[src/watchdog_pkg.sv]
// Shared constants and types for the watchdog timer and its controller
package watchdog_pkg;
  // ----------------------------------------------------------------
  // Counter and control/status layout
  // ----------------------------------------------------------------
  localparam int COUNT_WIDTH = 8;
  localparam logic [7:0] COUNTER_RESET = 8'h00;
  localparam logic [7:0] COUNTER_MAX = 8'hff;
  localparam logic [7:0] CSR_RESET = 8'h00;
  localparam int FLAG_BIT = 7;
  localparam int MODE_BIT = 6;
  localparam int ENABLE_BIT = 5;
  localparam int SOURCE_BIT = 4;
  localparam int ACTION_BIT = 3;
  localparam int CKS_MSB = 2;
  localparam int CKS_LSB = 0;
  // Protected write keys, carried beside the write data
  localparam logic [7:0] KEY_COUNTER = 8'h5a;
  localparam logic [7:0] KEY_CSR = 8'ha5;
  localparam logic SEL_COUNTER = 1'b0;
  localparam logic SEL_CSR = 1'b1;
  // ----------------------------------------------------------------
  // Prescaler: tap bit whose falling edge gives divide by 2..131072
  // ----------------------------------------------------------------
  localparam int PRESCALE_WIDTH = 17;
  localparam int PRESCALE_TAP [8] = '{0, 5, 6, 8, 10, 12, 14, 16};
  localparam int RESET_OUT_CYCLES = 16;
  // ----------------------------------------------------------------
  // Controller register map (byte addresses) and interrupt bits
  // ----------------------------------------------------------------
  localparam logic [3:0] OFS_COUNTER = 4'h0;
  localparam logic [3:0] OFS_CSR = 4'h4;
  localparam logic [3:0] OFS_IRQ_STATUS = 4'h8;
  localparam logic [3:0] OFS_IRQ_MASK = 4'hc;
  localparam int IRQ_WIDTH = 3;
  localparam int IRQ_NMI = 0;
  localparam int IRQ_INTERVAL = 1;
  localparam int IRQ_RESET = 2;
  typedef enum logic [1:0] {BUS_IDLE, BUS_ACCESS, BUS_DONE} bus_state_t;
endpackage

[src/watchdog_link_if.sv]
// Link between the watchdog timer and its controller
`timescale 1ns/10ps
interface watchdog_link_if;
  logic acc_rd;
  logic acc_wr;
  logic acc_sel;
  logic [7:0] acc_key;
  logic [7:0] acc_wdata;
  logic [7:0] acc_rdata;
  logic reset_req;
  logic nmi_req;
  logic interval_irq;
  modport dev (
    input acc_rd, acc_wr, acc_sel, acc_key, acc_wdata,
    output acc_rdata, reset_req, nmi_req, interval_irq
  );
  modport ctl (
    output acc_rd, acc_wr, acc_sel, acc_key, acc_wdata,
    input acc_rdata, reset_req, nmi_req, interval_irq
  );
endinterface

[src/watchdog_interval_timer.sv]
// Watchdog / interval timer channel with protected register port
//
// The address map and register access over Avalon-MM are this design's own decisions.
`timescale 1ns/10ps
module watchdog_interval_timer
  import watchdog_pkg::*;
#(
  parameter bit HAS_SUB_CLOCK = 1'b1,
  parameter int RESET_OUT_LEN = RESET_OUT_CYCLES
) (
  input wire logic CLK_IN,
  input wire logic ARST_N_IN,
  input wire logic SUB_CLOCK_IN,
  output logic RESET_OUT_N_OUT,
  watchdog_link_if.dev link
);
  // ----------------------------------------------------------------
  // State
  // ----------------------------------------------------------------
  logic [7:0] watchdog_counter;
  logic overflow_flag;
  logic timer_mode_select;
  logic count_enable_bit;
  logic source_select;
  logic action_select;
  logic [2:0] clock_select_field;
  logic clear_armed;
  logic [PRESCALE_WIDTH-1:0] main_prescale;
  logic [PRESCALE_WIDTH-1:0] sub_prescale;
  logic sub_prev;
  logic tap_prev;
  logic [7:0] reset_out_count;
  logic reset_req;
  logic nmi_req;
  logic interval_irq;

  // ----------------------------------------------------------------
  // Access decode
  // ----------------------------------------------------------------
  // A write lands only with the matching key; a bad key is dropped silently
  wire counter_write = link.acc_wr & (link.acc_sel == SEL_COUNTER)
                       & (link.acc_key == KEY_COUNTER);
  wire csr_write = link.acc_wr & (link.acc_sel == SEL_CSR)
                   & (link.acc_key == KEY_CSR);
  wire csr_read = link.acc_rd & (link.acc_sel == SEL_CSR);
  wire [7:0] wdata = link.acc_wdata;
  wire sub_edge = SUB_CLOCK_IN & ~sub_prev;

  // Reserved bit 4 on the channel without a sub-clock reads zero
  wire source_bit = HAS_SUB_CLOCK ? source_select : 1'b0;
  wire [7:0] csr_value = {overflow_flag, timer_mode_select, count_enable_bit,
                          source_bit, action_select, clock_select_field};
  assign link.acc_rdata = (link.acc_sel == SEL_CSR) ? csr_value
                          : watchdog_counter;

  // ----------------------------------------------------------------
  // Prescaler tap and count tick
  // ----------------------------------------------------------------
  // The tick is the falling edge of the chosen tap, so changing the select
  // from a high tap to a low one may give one extra count, as users expect
  wire main_tap = main_prescale[PRESCALE_TAP[clock_select_field]];
  wire sub_tap = sub_prescale[PRESCALE_TAP[clock_select_field]];
  wire tap_level = (HAS_SUB_CLOCK && source_select) ? sub_tap : main_tap;
  wire count_tick = tap_prev & ~tap_level;

  // A counter write wins over a count-up in the same cycle
  wire count_up = count_enable_bit & count_tick & ~counter_write;
  wire overflow = count_up & (watchdog_counter == COUNTER_MAX);
  wire reset_mode = timer_mode_select & action_select;

  // ----------------------------------------------------------------
  // Flag control
  // ----------------------------------------------------------------
  wire flag_clear_write = csr_write & clear_armed & ~wdata[FLAG_BIT];
  wire enable_clear_write = csr_write & ~wdata[ENABLE_BIT];
  // In reset mode the internal reset that follows the request clears it
  wire flag_internal_clear = reset_req;
  wire flag_clear = flag_clear_write | enable_clear_write | flag_internal_clear;
  // Set wins over every clear so an overflow is never lost
  wire next_flag = overflow | (overflow_flag & ~flag_clear);
  wire arm_now = csr_read & overflow_flag;
  wire next_armed = next_flag & (arm_now | (clear_armed & ~flag_clear));

  // ----------------------------------------------------------------
  // Free-running prescalers
  // ----------------------------------------------------------------
  // Sub-clock is taken as synchronous; its rising edges step its prescaler
  always_ff @(posedge CLK_IN or negedge ARST_N_IN) begin
    if (!ARST_N_IN) begin
      main_prescale <= '0;
      sub_prescale <= '0;
      sub_prev <= 1'b0;
      tap_prev <= 1'b0;
    end else begin
      main_prescale <= main_prescale + 1'b1;
      if (sub_edge) begin
        sub_prescale <= sub_prescale + 1'b1;
      end
      sub_prev <= SUB_CLOCK_IN;
      tap_prev <= tap_level;
    end
  end

  // ----------------------------------------------------------------
  // Counter
  // ----------------------------------------------------------------
  // Disable holds the counter at zero and also overrides a counter write
  always_ff @(posedge CLK_IN or negedge ARST_N_IN) begin
    if (!ARST_N_IN) begin
      watchdog_counter <= COUNTER_RESET;
    end else if (!count_enable_bit) begin
      watchdog_counter <= COUNTER_RESET;
    end else if (counter_write) begin
      watchdog_counter <= wdata;
    end else if (count_up) begin
      watchdog_counter <= watchdog_counter + 1'b1;
    end
  end

  // ----------------------------------------------------------------
  // Control/status register
  // ----------------------------------------------------------------
  always_ff @(posedge CLK_IN or negedge ARST_N_IN) begin
    if (!ARST_N_IN) begin
      timer_mode_select <= CSR_RESET[MODE_BIT];
      count_enable_bit <= CSR_RESET[ENABLE_BIT];
      source_select <= CSR_RESET[SOURCE_BIT];
      action_select <= CSR_RESET[ACTION_BIT];
      clock_select_field <= CSR_RESET[CKS_MSB:CKS_LSB];
    end else if (csr_write) begin
      timer_mode_select <= wdata[MODE_BIT];
      count_enable_bit <= wdata[ENABLE_BIT];
      source_select <= HAS_SUB_CLOCK ? wdata[SOURCE_BIT] : 1'b0;
      action_select <= wdata[ACTION_BIT];
      clock_select_field <= wdata[CKS_MSB:CKS_LSB];
    end
  end

  // Overflow flag and its read-before-clear arming
  always_ff @(posedge CLK_IN or negedge ARST_N_IN) begin
    if (!ARST_N_IN) begin
      overflow_flag <= CSR_RESET[FLAG_BIT];
      clear_armed <= 1'b0;
    end else begin
      overflow_flag <= next_flag;
      clear_armed <= next_armed;
    end
  end

  // ----------------------------------------------------------------
  // Overflow requests
  // ----------------------------------------------------------------
  // Exactly one of the three pulses per overflow, each one cycle long
  always_ff @(posedge CLK_IN or negedge ARST_N_IN) begin
    if (!ARST_N_IN) begin
      reset_req <= 1'b0;
      nmi_req <= 1'b0;
      interval_irq <= 1'b0;
    end else begin
      reset_req <= overflow & reset_mode;
      nmi_req <= overflow & timer_mode_select & ~action_select;
      interval_irq <= overflow & ~timer_mode_select;
    end
  end
  assign link.reset_req = reset_req;
  assign link.nmi_req = nmi_req;
  assign link.interval_irq = interval_irq;

  // ----------------------------------------------------------------
  // Reset output pin
  // ----------------------------------------------------------------
  // Low for a fixed stretch so slow external parts see the reset
  always_ff @(posedge CLK_IN or negedge ARST_N_IN) begin
    if (!ARST_N_IN) begin
      reset_out_count <= 8'h00;
    end else if (overflow && reset_mode) begin
      reset_out_count <= 8'(RESET_OUT_LEN);
    end else if (reset_out_count != 8'h00) begin
      reset_out_count <= reset_out_count - 1'b1;
    end
  end

  always_ff @(posedge CLK_IN or negedge ARST_N_IN) begin
    if (!ARST_N_IN) begin
      RESET_OUT_N_OUT <= 1'b1;
    end else begin
      RESET_OUT_N_OUT <= ~((overflow && reset_mode)
                           || (reset_out_count > 8'h01));
    end
  end
endmodule

[src/flat_wrapper.sv]
// flat-port wrapper written by rule: the top's interface ports become plain ports
module watchdog_interval_timer_flat import watchdog_pkg::*;
#(
  parameter bit HAS_SUB_CLOCK = 1'b1,
  parameter int RESET_OUT_LEN = RESET_OUT_CYCLES
)
  (CLK_IN, ARST_N_IN, SUB_CLOCK_IN, RESET_OUT_N_OUT, link_acc_rd, link_acc_wr, link_acc_sel, link_acc_key, link_acc_wdata, link_acc_rdata, link_reset_req, link_nmi_req, link_interval_irq);
  watchdog_link_if link_i ();
  input wire logic CLK_IN;
  input wire logic ARST_N_IN;
  input wire logic SUB_CLOCK_IN;
  output logic RESET_OUT_N_OUT;
  input wire logic [$bits(link_i.acc_rd)-1:0] link_acc_rd;
  input wire logic [$bits(link_i.acc_wr)-1:0] link_acc_wr;
  input wire logic [$bits(link_i.acc_sel)-1:0] link_acc_sel;
  input wire logic [$bits(link_i.acc_key)-1:0] link_acc_key;
  input wire logic [$bits(link_i.acc_wdata)-1:0] link_acc_wdata;
  output wire logic [$bits(link_i.acc_rdata)-1:0] link_acc_rdata;
  output wire logic [$bits(link_i.reset_req)-1:0] link_reset_req;
  output wire logic [$bits(link_i.nmi_req)-1:0] link_nmi_req;
  output wire logic [$bits(link_i.interval_irq)-1:0] link_interval_irq;
  assign link_i.acc_rd = link_acc_rd;
  assign link_i.acc_wr = link_acc_wr;
  assign link_i.acc_sel = link_acc_sel;
  assign link_i.acc_key = link_acc_key;
  assign link_i.acc_wdata = link_acc_wdata;
  assign link_acc_rdata = link_i.acc_rdata;
  assign link_reset_req = link_i.reset_req;
  assign link_nmi_req = link_i.nmi_req;
  assign link_interval_irq = link_i.interval_irq;
  watchdog_interval_timer #(.HAS_SUB_CLOCK(HAS_SUB_CLOCK), .RESET_OUT_LEN(RESET_OUT_LEN)) u_core (.CLK_IN(CLK_IN), .ARST_N_IN(ARST_N_IN), .SUB_CLOCK_IN(SUB_CLOCK_IN), .RESET_OUT_N_OUT(RESET_OUT_N_OUT), .link(link_i));
endmodule
[config.mk]
export PLATFORM = sky130hd
export DESIGN_NAME = watchdog_interval_timer_flat
export DESIGN_NICKNAME = d
export VERILOG_FILES = /design/src/watchdog_pkg.sv /design/src/watchdog_link_if.sv /design/src/watchdog_interval_timer.sv /design/src/flat_wrapper.sv
export SDC_FILE = /design/constraint.sdc
export NUM_CORES = 1
export LEC_CHECK = 0
export BUFFER_PORTS_ARGS = -buffer_cell sky130_fd_sc_hd__buf_2
export CAP_MARGIN = 0
export CELL_PAD_IN_SITES_DETAIL_PLACEMENT = 0
export CELL_PAD_IN_SITES_GLOBAL_PLACEMENT = 1
export CORE_MARGIN = 4
export CORE_UTILIZATION = 47
export DETAILED_ROUTE_END_ITERATION = 10
export PLACE_DENSITY_LB_ADDON = 0.1
export SKIP_LAST_GASP = 1
export SLEW_MARGIN = 20
export SYNTH_ARGS = -nofsm -noshare
export SYNTH_HDL_FRONTEND = slang
export SYNTH_SLANG_ARGS = --single-unit
[constraint.sdc]
create_clock -name CLK_IN -period 2.9 [get_ports CLK_IN]
set_input_delay 0.145 -clock CLK_IN [delete_from_list [all_inputs] [get_ports CLK_IN]]
set_output_delay 0.145 -clock CLK_IN [all_outputs]
set_load 0.005 [all_outputs]
# == Word level (Yosys, flattened, before mapping) ==
# Memories as Yosys holds them, arrays and structs flattened.
# Cells that the tools add are included.
# Widths: inputs -> output; s select.
# word_totals
rom_bits,256
regBits,65
out_inout_bits,12
memories,1
word_cells,85
# memory_table
name,words,width,read_ports,rd_ports_with_merged_regs,write_ports,line,text
(name not given),8,32,1,0,0,watchdog_interval_timer.sv:61,wire main_tap = main_prescale[PRESCALE_TAP[clock_select_field]];
# classes
n_reduce_logical,4
n_lt_le_gt_ge,3
bitwise,37
n_mux,15
n_eq_ne,4
add_sub_neg,4
# ops
operator,count
$mux 32,2
$mux 8,6
$add 17x1->17 const B,2
$lt 32x7->1 const B,1
$and 1x1->1,22
$eq 8x8->1 const B,2
$bmux 1 s5,2
$not 1->1,10
$add 8x1->8 const B,1
$eq 8x7->1 const B,1
$gt 8x1->1 const B,1
$reduce_bool 8->1,1
$sub 8x1->8 const B,1
$mux 1,5
$ge 4x4->1 const B,1
$not 3->4,1
$or 1x1->1,4
$ne 3x3->1 const B,1
$reduce_bool 2->1,1
$logic_and 1x1->1,1
$logic_or 1x1->1,1

# == Longest topological paths before layout ==
# Gate-level depths: netlist of run 1.
# depth
ltp_word,16
depth_mapped,12
ltp_nobuf,9

# == Worst setup path before layout of run 1 ==
# OpenSTA, ideal clock, no wires.
# synth_timing
path_kind,reg2reg
startpoint,register u_core.clock_select_field[0]
endpoint,register u_core.watchdog_counter[6]
t_arrival_ns,2.595
synth_period_minus_slack_ns,2.677
stages_incl_launch_ff,13
n_path_buf,3
setup_time_ns,0.082
slack_ns,0.223
path_cell_list,dfrtp_1 -> buf_6 -> inv_1 -> ha_1 -> buf_2 -> mux2_2 -> o22ai_1 -> a211oi_1 -> a22oi_4 -> o311ai_4 -> buf_6 -> or3_1 -> a31oi_1
# synth_between
elab_chain_len,13
word_cells_on_any_way,16
cone_classes,1 x eq/ne; 9 x mux; 5 x bitwise; 1 x memory
# synth_rtl
item,line,text
"start, declared",watchdog_interval_timer.sv:26,logic [2:0] clock_select_field;
"start signal, assigned",watchdog_interval_timer.sv:129,clock_select_field <= CSR_RESET[CKS_MSB:CKS_LSB];
"start signal, assigned",watchdog_interval_timer.sv:135,clock_select_field <= wdata[CKS_MSB:CKS_LSB];
$not 3->4 (implied by the code) (*),"watchdog_interval_timer.sv:61, watchdog_interval_timer.sv:62",
$mem_v2 8x32 (*),--,
$mux 32 (implied by the code) (*) (2 in a row),watchdog_interval_timer.sv:61,
$bmux 1 s5 (on tied branches),"watchdog_interval_timer.sv:61, watchdog_interval_timer.sv:62",
$mux 1 (on tied branches) (2 in a row),"watchdog_interval_timer.sv:61, watchdog_interval_timer.sv:62",
$mux 1 (*),watchdog_interval_timer.sv:63,wire tap_level = (HAS_SUB_CLOCK && source_select) ? sub_tap : main_tap;
$not 1->1 (*),watchdog_interval_timer.sv:64,wire count_tick = tap_prev & ~tap_level;
$and 1x1->1 (*),watchdog_interval_timer.sv:64,
$and 1x1->1 (*) (2 in a row),watchdog_interval_timer.sv:67,wire count_up = count_enable_bit & count_tick & ~counter_write;
$ne 3x3->1 (no line) (*),--,
"end signal, assigned",watchdog_interval_timer.sv:114,watchdog_counter <= wdata;
"end signal, assigned",watchdog_interval_timer.sv:116,watchdog_counter <= watchdog_counter + 1'b1;
"end, declared",watchdog_interval_timer.sv:20,logic [7:0] watchdog_counter;
# Every way passes the cells marked *; elsewhere a longest branch is shown, timed or not. The select of a mux whose other input is x is not followed.
# A chain may end at the register's enable or synchronous reset.

# == Worst setup path in the final report of run 1 ==
# layout_timing
startpoint,register u_core.clock_select_field[1]
endpoint,register u_core.watchdog_counter[3]
# Same word-level chain as after synthesis.

==> results of run 1 <==
final timing paths:
kind | slack [ns] | cells after the start | endpoint
worst max-delay path | 0.17 | 10 | u_core.watchdog_counter[3]
worst min-delay path | -0.02 | 2 | u_core.reset_out_count[2]
worst max register to register | 0.17 | 10 | u_core.watchdog_counter[3]
worst min register to register | 0.49 | 1 | u_core.main_prescale[0]
max in group asynchronous | 2.37 | 2 | u_core.main_prescale[9]
min in group CLK_IN | 0.05 | 2 | u_core.action_select
flip-flops by register name, indices dropped and copies added, names as in the netlist, 3 cells and up:
register and flops:
u_core.clock_select_field 3, u_core.reset_out_count 8, u_core.sub_prescale 17, u_core.watchdog_counter 8, u_core.main_prescale 17
final cells by class:
class	count	area [sq um]
inverter	13	48.80
fill	715	3470
timing repair buffer	45	261.5
multi-input combinational	263	1969
clock buffer	12	155.1
tap	102	127.6
clock inverter	4	27.53
sequential	65	1628
Yosys cell counts (2+ instances only):
library cell | instances | share of area
buf_6 | 3 | 0.0091
a21oi_1 | 12 | 0.016
nor4bb_1 | 4 | 0.011
xnor2_1 | 24 | 0.057
and3_1 | 5 | 0.0084
o211ai_1 | 2 | 0.0041
or3_1 | 8 | 0.014
nor3b_1 | 2 | 0.0041
buf_4 | 2 | 0.0041
nand3_1 | 16 | 0.022
inv_1 | 13 | 0.013
a32oi_1 | 2 | 0.0047
nor4_1 | 5 | 0.0084
dfrtp_1 | 64 | 0.43
clkbuf_1 | 4 | 0.0041
buf_2 | 4 | 0.0054
mux2_2 | 26 | 0.079
nor2_1 | 26 | 0.026
xor2_1 | 14 | 0.033
nand2_1 | 21 | 0.021
nand4_1 | 6 | 0.010
or2_2 | 2 | 0.0034
mux2i_1 | 9 | 0.024
a22oi_1 | 3 | 0.0061
nor3_1 | 6 | 0.0081
o21ai_0 | 15 | 0.020
nand2b_1 | 5 | 0.0084
o21ai_1 | 3 | 0.0041
a211oi_1 | 2 | 0.0041
a31oi_1 | 5 | 0.0084
nand4b_1 | 3 | 0.0071
ha_1 | 9 | 0.030
nor2b_1 | 4 | 0.0068
and4_1 | 2 | 0.0047
worst max-delay path, cell delays in order, from the launching register on:
cell and delay [ns]:
dfrtp_1 0.44, inv_1 0.09, ha_2 0.23, buf_6 0.19, mux2_2 0.35, a22oi_1 0.18
a211oi_1 0.13, a22oi_4 0.31, o311ai_4 0.20, or3_1 0.37, a31oi_1 0.17
timing repair:
item                                    4_1_cts  5_1_grt
endpoints found under the hold margin         1        0
resized for setup                             0        8
setup buffers                                 0        1
endpoints found under the setup margin        0       18
hold buffers                                  1        0
through the flow:
stage	area (sq um)	setup WS (ns)	instances
after floorplan	3702	0.2228	354
after global placement	3971	0.1088	485
after detailed placement	3971	0.02568	485
after CTS	4164	0.006726	502
after global routing	4218	-0.02898	504
final	4218	0.1700	504
power groups by stage:
stage          Combinational, mW  Sequential [mW]  Clock [mW]
5_1_grt                    0.234             1.03       0.770
3_3_place_gp               0.199             1.04           0
4_1_cts                    0.204             1.02       0.725
3_5_place_dp               0.203             1.04           0
2_1_floorplan              0.147             1.02           0
6_report                   0.208             1.03       0.703
routing by layer:
layer	GRT usage	vias up	wire, um
met3	0.03461	12	311
met1	0.2381	1285	3698
met4	0.05832	0	101
li1	-	1367	-
met2	0.2489	47	3438
met5	0	-	0
logic make-up after synthesis:
family,Yosys count,synth area share
adders and majority gates,9,0.03042
DFF,65,0.4397
AOI/OAI and AO/OA,55,0.1027
muxes,38,0.1176
xor gates and xnor gates,38,0.08990
buffers and inverters,27,0.03988
and+or+nand+nor,122,0.1798
==> run_results.csv, run 1 <==
group,metric,value,unit
outcome,outcome,"finished with violations",
outcome,violations,"negative hold slack",
worst_setup_path,cp-end-kind,"flop",
power_and_ir_drop,ir_drop,0.1984,mV
worst_setup_path,start_kind,"flop",
timing,timing.final.hold_violations,29,
drt,drc,0,
drt,via_per_inst,5.379,
synthesis,syn_inst,354,
worst_setup_path,required,3.16,ns
cells_and_area,final_cell_mix,"64 x dfrtp_1, 33 x buf_2, 26 x nor2_1, 26 x mux2_2, 24 x xnor2_1",
clocking,clockRootBuffer,"clkbuf_8",
cells_and_area,area_growth,13.92,%
clocking,clk_pin_slew,0.07,ns
clocking,cts_tree,"yes",
cells_and_area,drive_gt1_frac,0.2488,
timing,tightest_slew,0.8198,ns
power_and_ir_drop,p_leak,1.864,nW
synthesis,synthArstFlopShare,1.000,
timing,holdWs,-0.01536,ns
worst_setup_path,regToRegStartpoint,"u_core.clock_select_field[1]",
worst_setup_path,critical_path_class,"reg -> reg",
run,max_cap_viol_count,0,
worst_setup_path,cp.arrival,2.99,ns
global_routing,grtUsageTotal,0.1659,
cells_and_area,antenna_cells,0,
global_routing,grt_max_degree,66,
timing,maxSlewViolCount,0,
global_routing,antenna_found_initial,0,
floorplan,start_util,0.4816,
floorplan,dieHeight,96.76,um
drt,detail-route-antenna-nets,0,
synthesis,syn_nets,385,
place,dp_hpwl,5165,um
power_and_ir_drop,p_total,1.936,mW
worst_setup_path,crit_start,"u_core.clock_select_field[1]",
timing,finalSetupViolations,0,
drt,dr.first_iter.drc_count,72,
timing,skew,0.008804,ns
drt,wire_per_inst,14.98,um
min_path,worstHoldPathType,"in -> async",
place,portBuffers,33,
global_routing,grt_overflow,0,
synthesis,avgSynthCellArea,10.46,sq um
floorplan,rows,32,
synthesis,yosysUniqueCellTypes,57,
power_and_ir_drop,p_sw_frac,0.2688,
global_routing,grt_pass1_vias,2649,
floorplan,die_x,96.76,um
power_and_ir_drop,power_frac_comb,0.107,
power_and_ir_drop,p_seq_frac,0.529,
clocking,cts_buffers,9,
power_and_ir_drop,p_per_area,459.1,nW/um^2
power_and_ir_drop,power_switching,0.5206,mW
worst_setup_path,worstPathMaxFanout,14,
synthesis,synth_edf_count,0,
clocking,htree_levels,3,
clocking,cts_sinks,65,
place,routabilityCongestion,0.7875,
clocking,clockBufferDepth,2,
synthesis,syn_area,3702,sq um
timing,min_period,2.730,ns
cells_and_area,fin_util,0.5487,
floorplan,io-pin-count,34,
synthesis,yosys_most_used_dff,"dfrtp_1",
cells_and_area,layout_commonest_cell,"dfrtp_1",
drt,wirelength,7550,um
floorplan,dieArea,9362,sq um
synthesis,ys_ff_latch,65,
clocking,clock_latency,0.34,ns
timing,final.setup.tns,0,ns
global_routing,grt_first_pass_wirelength,13030,um
timing,slew_headroom,0.4535,
drt,vias,2711,
power_and_ir_drop,pwr-share-clk,0.363,
synthesis,seq_area_frac_synth,0.4397,
timing,fin_crit_sh,0.9414,
synthesis,ys.warnings.count,0,
power_and_ir_drop,cell_internal_pwr,1.416,mW
floorplan,core,7687,sq um
timing,timing.fmax,0.3663,GHz
cells_and_area,fin_nets,428,
drt,drt-pass1-iter-count,4,
Power figures use the tool's default switching activity.
==> inputs of run 2 (changes only) <==
Settings changed: CORE_UTILIZATION 47 to 42, SKIP_LAST_GASP 1 to default.
Clock period 2.9 ns to 2.19 ns, I/O delays scaled along.
==> run_results.csv, run 2 (synthesis results as in run 1) <==
group,metric,value,unit
drt,via_per_inst,5.257,
cells_and_area,fin_nets,478,
outcome,outcome,"finished with violations",
power_and_ir_drop,p_sw_frac,0.2573,
power_and_ir_drop,p_seq_frac,0.480,
outcome,violations,"negative setup slack",
place,place_ws,-0.4469,ns
timing,slew_headroom,0.6399,
global_routing,grtUsageMet1,0.2263,
power_and_ir_drop,ir_drop,0.3147,mV
worst_setup_path,cp.arrival,2.80,ns
clocking,clk_pin_slew,0.07,ns
timing,finalSetupViolations,22,
power_and_ir_drop,p_total,2.774,mW
drt,drc,0,
floorplan,dieArea,10380,sq um
place,routabilityCongestion,0.7791,
global_routing,grt_use_met3,0.03549,
timing,tightest_slew,0.5373,ns
power_and_ir_drop,power_switching,0.7137,mW
run,max_cap_viol_count,0,
clocking,htree_levels,3,
worst_setup_path,cp-end-kind,"flop",
clocking,clockBufferDepth,2,
floorplan,die_x,101.9,um
cells_and_area,largestRegisters,"u_core.main_prescale x17, u_core.sub_prescale x17",
power_and_ir_drop,p_per_area,576.2,nW/um^2
worst_setup_path,critical_path_class,"reg -> reg",
drt,wire_per_inst,15.59,um
clocking,clock_latency,0.34,ns
power_and_ir_drop,pwr-share-clk,0.376,
global_routing,met2_usage,0.2993,
floorplan,start_util,0.4417,
worst_setup_path,start_kind,"flop",
global_routing,top_usage_layer,"met2",
clocking,cts_tree,"yes",
timing,timing.final.hold_violations,0,
global_routing,grtUsageTotal,0.1769,
worst_setup_path,worstPathMaxFanout,6,
floorplan,core,8382,sq um
cells_and_area,antenna_cells,0,
global_routing,grt_max_degree,65,
global_routing,grt_overflow,0,
timing,fin_crit_sh,1.162,
global_routing,grt_first_pass_wirelength,14300,um
power_and_ir_drop,power_frac_comb,0.143,
drt,drt-pass1-iter-count,4,
cells_and_area,layout_commonest_cell,"dfrtp_1",
drt,vias,2928,
power_and_ir_drop,p_leak,2.182,nW
floorplan,rows,33,
timing,timing.fmax,0.3929,GHz
timing,skew,0.006261,ns
clocking,cts_sinks,65,
timing,setup_ws,-0.3555,ns
global_routing,antenna_found_initial,0,
drt,dr.first_iter.drc_count,94,
drt,wirelength,8685,um
cells_and_area,area_growth,30.01,%
clocking,cts_buffers,9,
global_routing,grt_pass1_vias,2911,
timing,rsz0062_at_grt,"yes",
min_path,worstHoldPathType,"in -> reg",
cells_and_area,final_cell_mix,"63 x dfrtp_1, 48 x buf_4, 33 x buf_2",
floorplan,dieHeight,101.9,um
drt,detail-route-antenna-nets,0,
worst_setup_path,required,2.45,ns
timing,min_period,2.545,ns
place,portBuffers,33,
place,dp_hpwl,6058,um
power_and_ir_drop,cell_internal_pwr,2.060,mW
cells_and_area,drive_gt1_frac,0.3827,
clocking,clockRootBuffer,"clkbuf_8",
floorplan,io-pin-count,34,
timing,maxSlewViolCount,0,
run 2: worst paths after layout:
| path | slack (ns) | endpoint | cells after the start | start |
|---|---|---|---|---|
| worst max-delay path | -0.36 | u_core.watchdog_counter[5] | 10 | u_core.clock_select_field[0] |
| worst min-delay path | 0.02 | u_core.timer_mode_select | 2 | link_acc_wdata[6] |
| worst max register to register | -0.36 | u_core.watchdog_counter[5] | 10 | u_core.clock_select_field[0] |
| worst min register to register | 0.49 | u_core.link.nmi_req | 1 | u_core.action_select |
| max in group asynchronous | 1.56 | u_core.clock_select_field[0] | 3 | ARST_N_IN |
| min in group asynchronous | 0.26 | u_core.RESET_OUT_N_OUT | 2 | ARST_N_IN |
run 2: through the flow:
stage	cells	cell area [sq um]	hold slack, ns	TNS, ns	util
finish	557	4813	0.01895	-6.176	0.5743
global placement	523	4272	0.08298	-6.725	0.5096
global route	557	4813	0.01211	-8.323	0.5743
CTS	557	4731	0.002854	-5.680	0.5644
detailed placement	523	4272	0.08524	-7.554	0.5096
floorplan	354	3736	-0.1861	-3.696	-
run 2: power groups by stage:
stage | Clock, mW | Sequential, mW | Combinational [mW]
3_5_place_dp | 0 | 1.35 | 0.364
2_1_floorplan | 0 | 1.35 | 0.197
6_report | 1.04 | 1.33 | 0.398
3_3_place_gp | 0 | 1.35 | 0.356
5_1_grt | 1.13 | 1.34 | 0.439
4_1_cts | 1.08 | 1.33 | 0.395
run 2: layout make-up:
type / count / area, sq um
Fill cell: 747 / 3568
Multi-Input combinational cell: 263 / 2118
Sequential cell: 65 / 1629
Timing Repair Buffer: 95 / 686.9
Clock buffer: 13 / 158.9
Tap cell: 105 / 131.4
Inverter: 13 / 48.80
Clock inverter: 3 / 40.04
run 2: per-layer routing:
metal | vias up | wire (um)
met5 | - | 0
met4 | 0 | 131
met3 | 13 | 225
met2 | 32 | 4379
met1 | 1423 | 3948
li1 | 1460 | -
run 2: what timing repair did:
item	4_1_cts	5_1_grt
hold buffers	4	0
setup endpoints to repair	22	23
resized for setup	27	21
gates cloned	1	0
endpoints found under the hold margin	68	0
pin swaps	23	10
setup buffers	14	1
run 2: worst max-delay path, stage by stage (launching register included):
cell and delay, ns:
dfrtp_2 0.45, ha_4 0.20, buf_4 0.14, mux2_4 0.30
a221oi_4 0.32, a21oi_2 0.11, o21ai_2 0.20, o311ai_4 0.13
buf_6 0.16, or3_1 0.30, a31oi_1 0.15
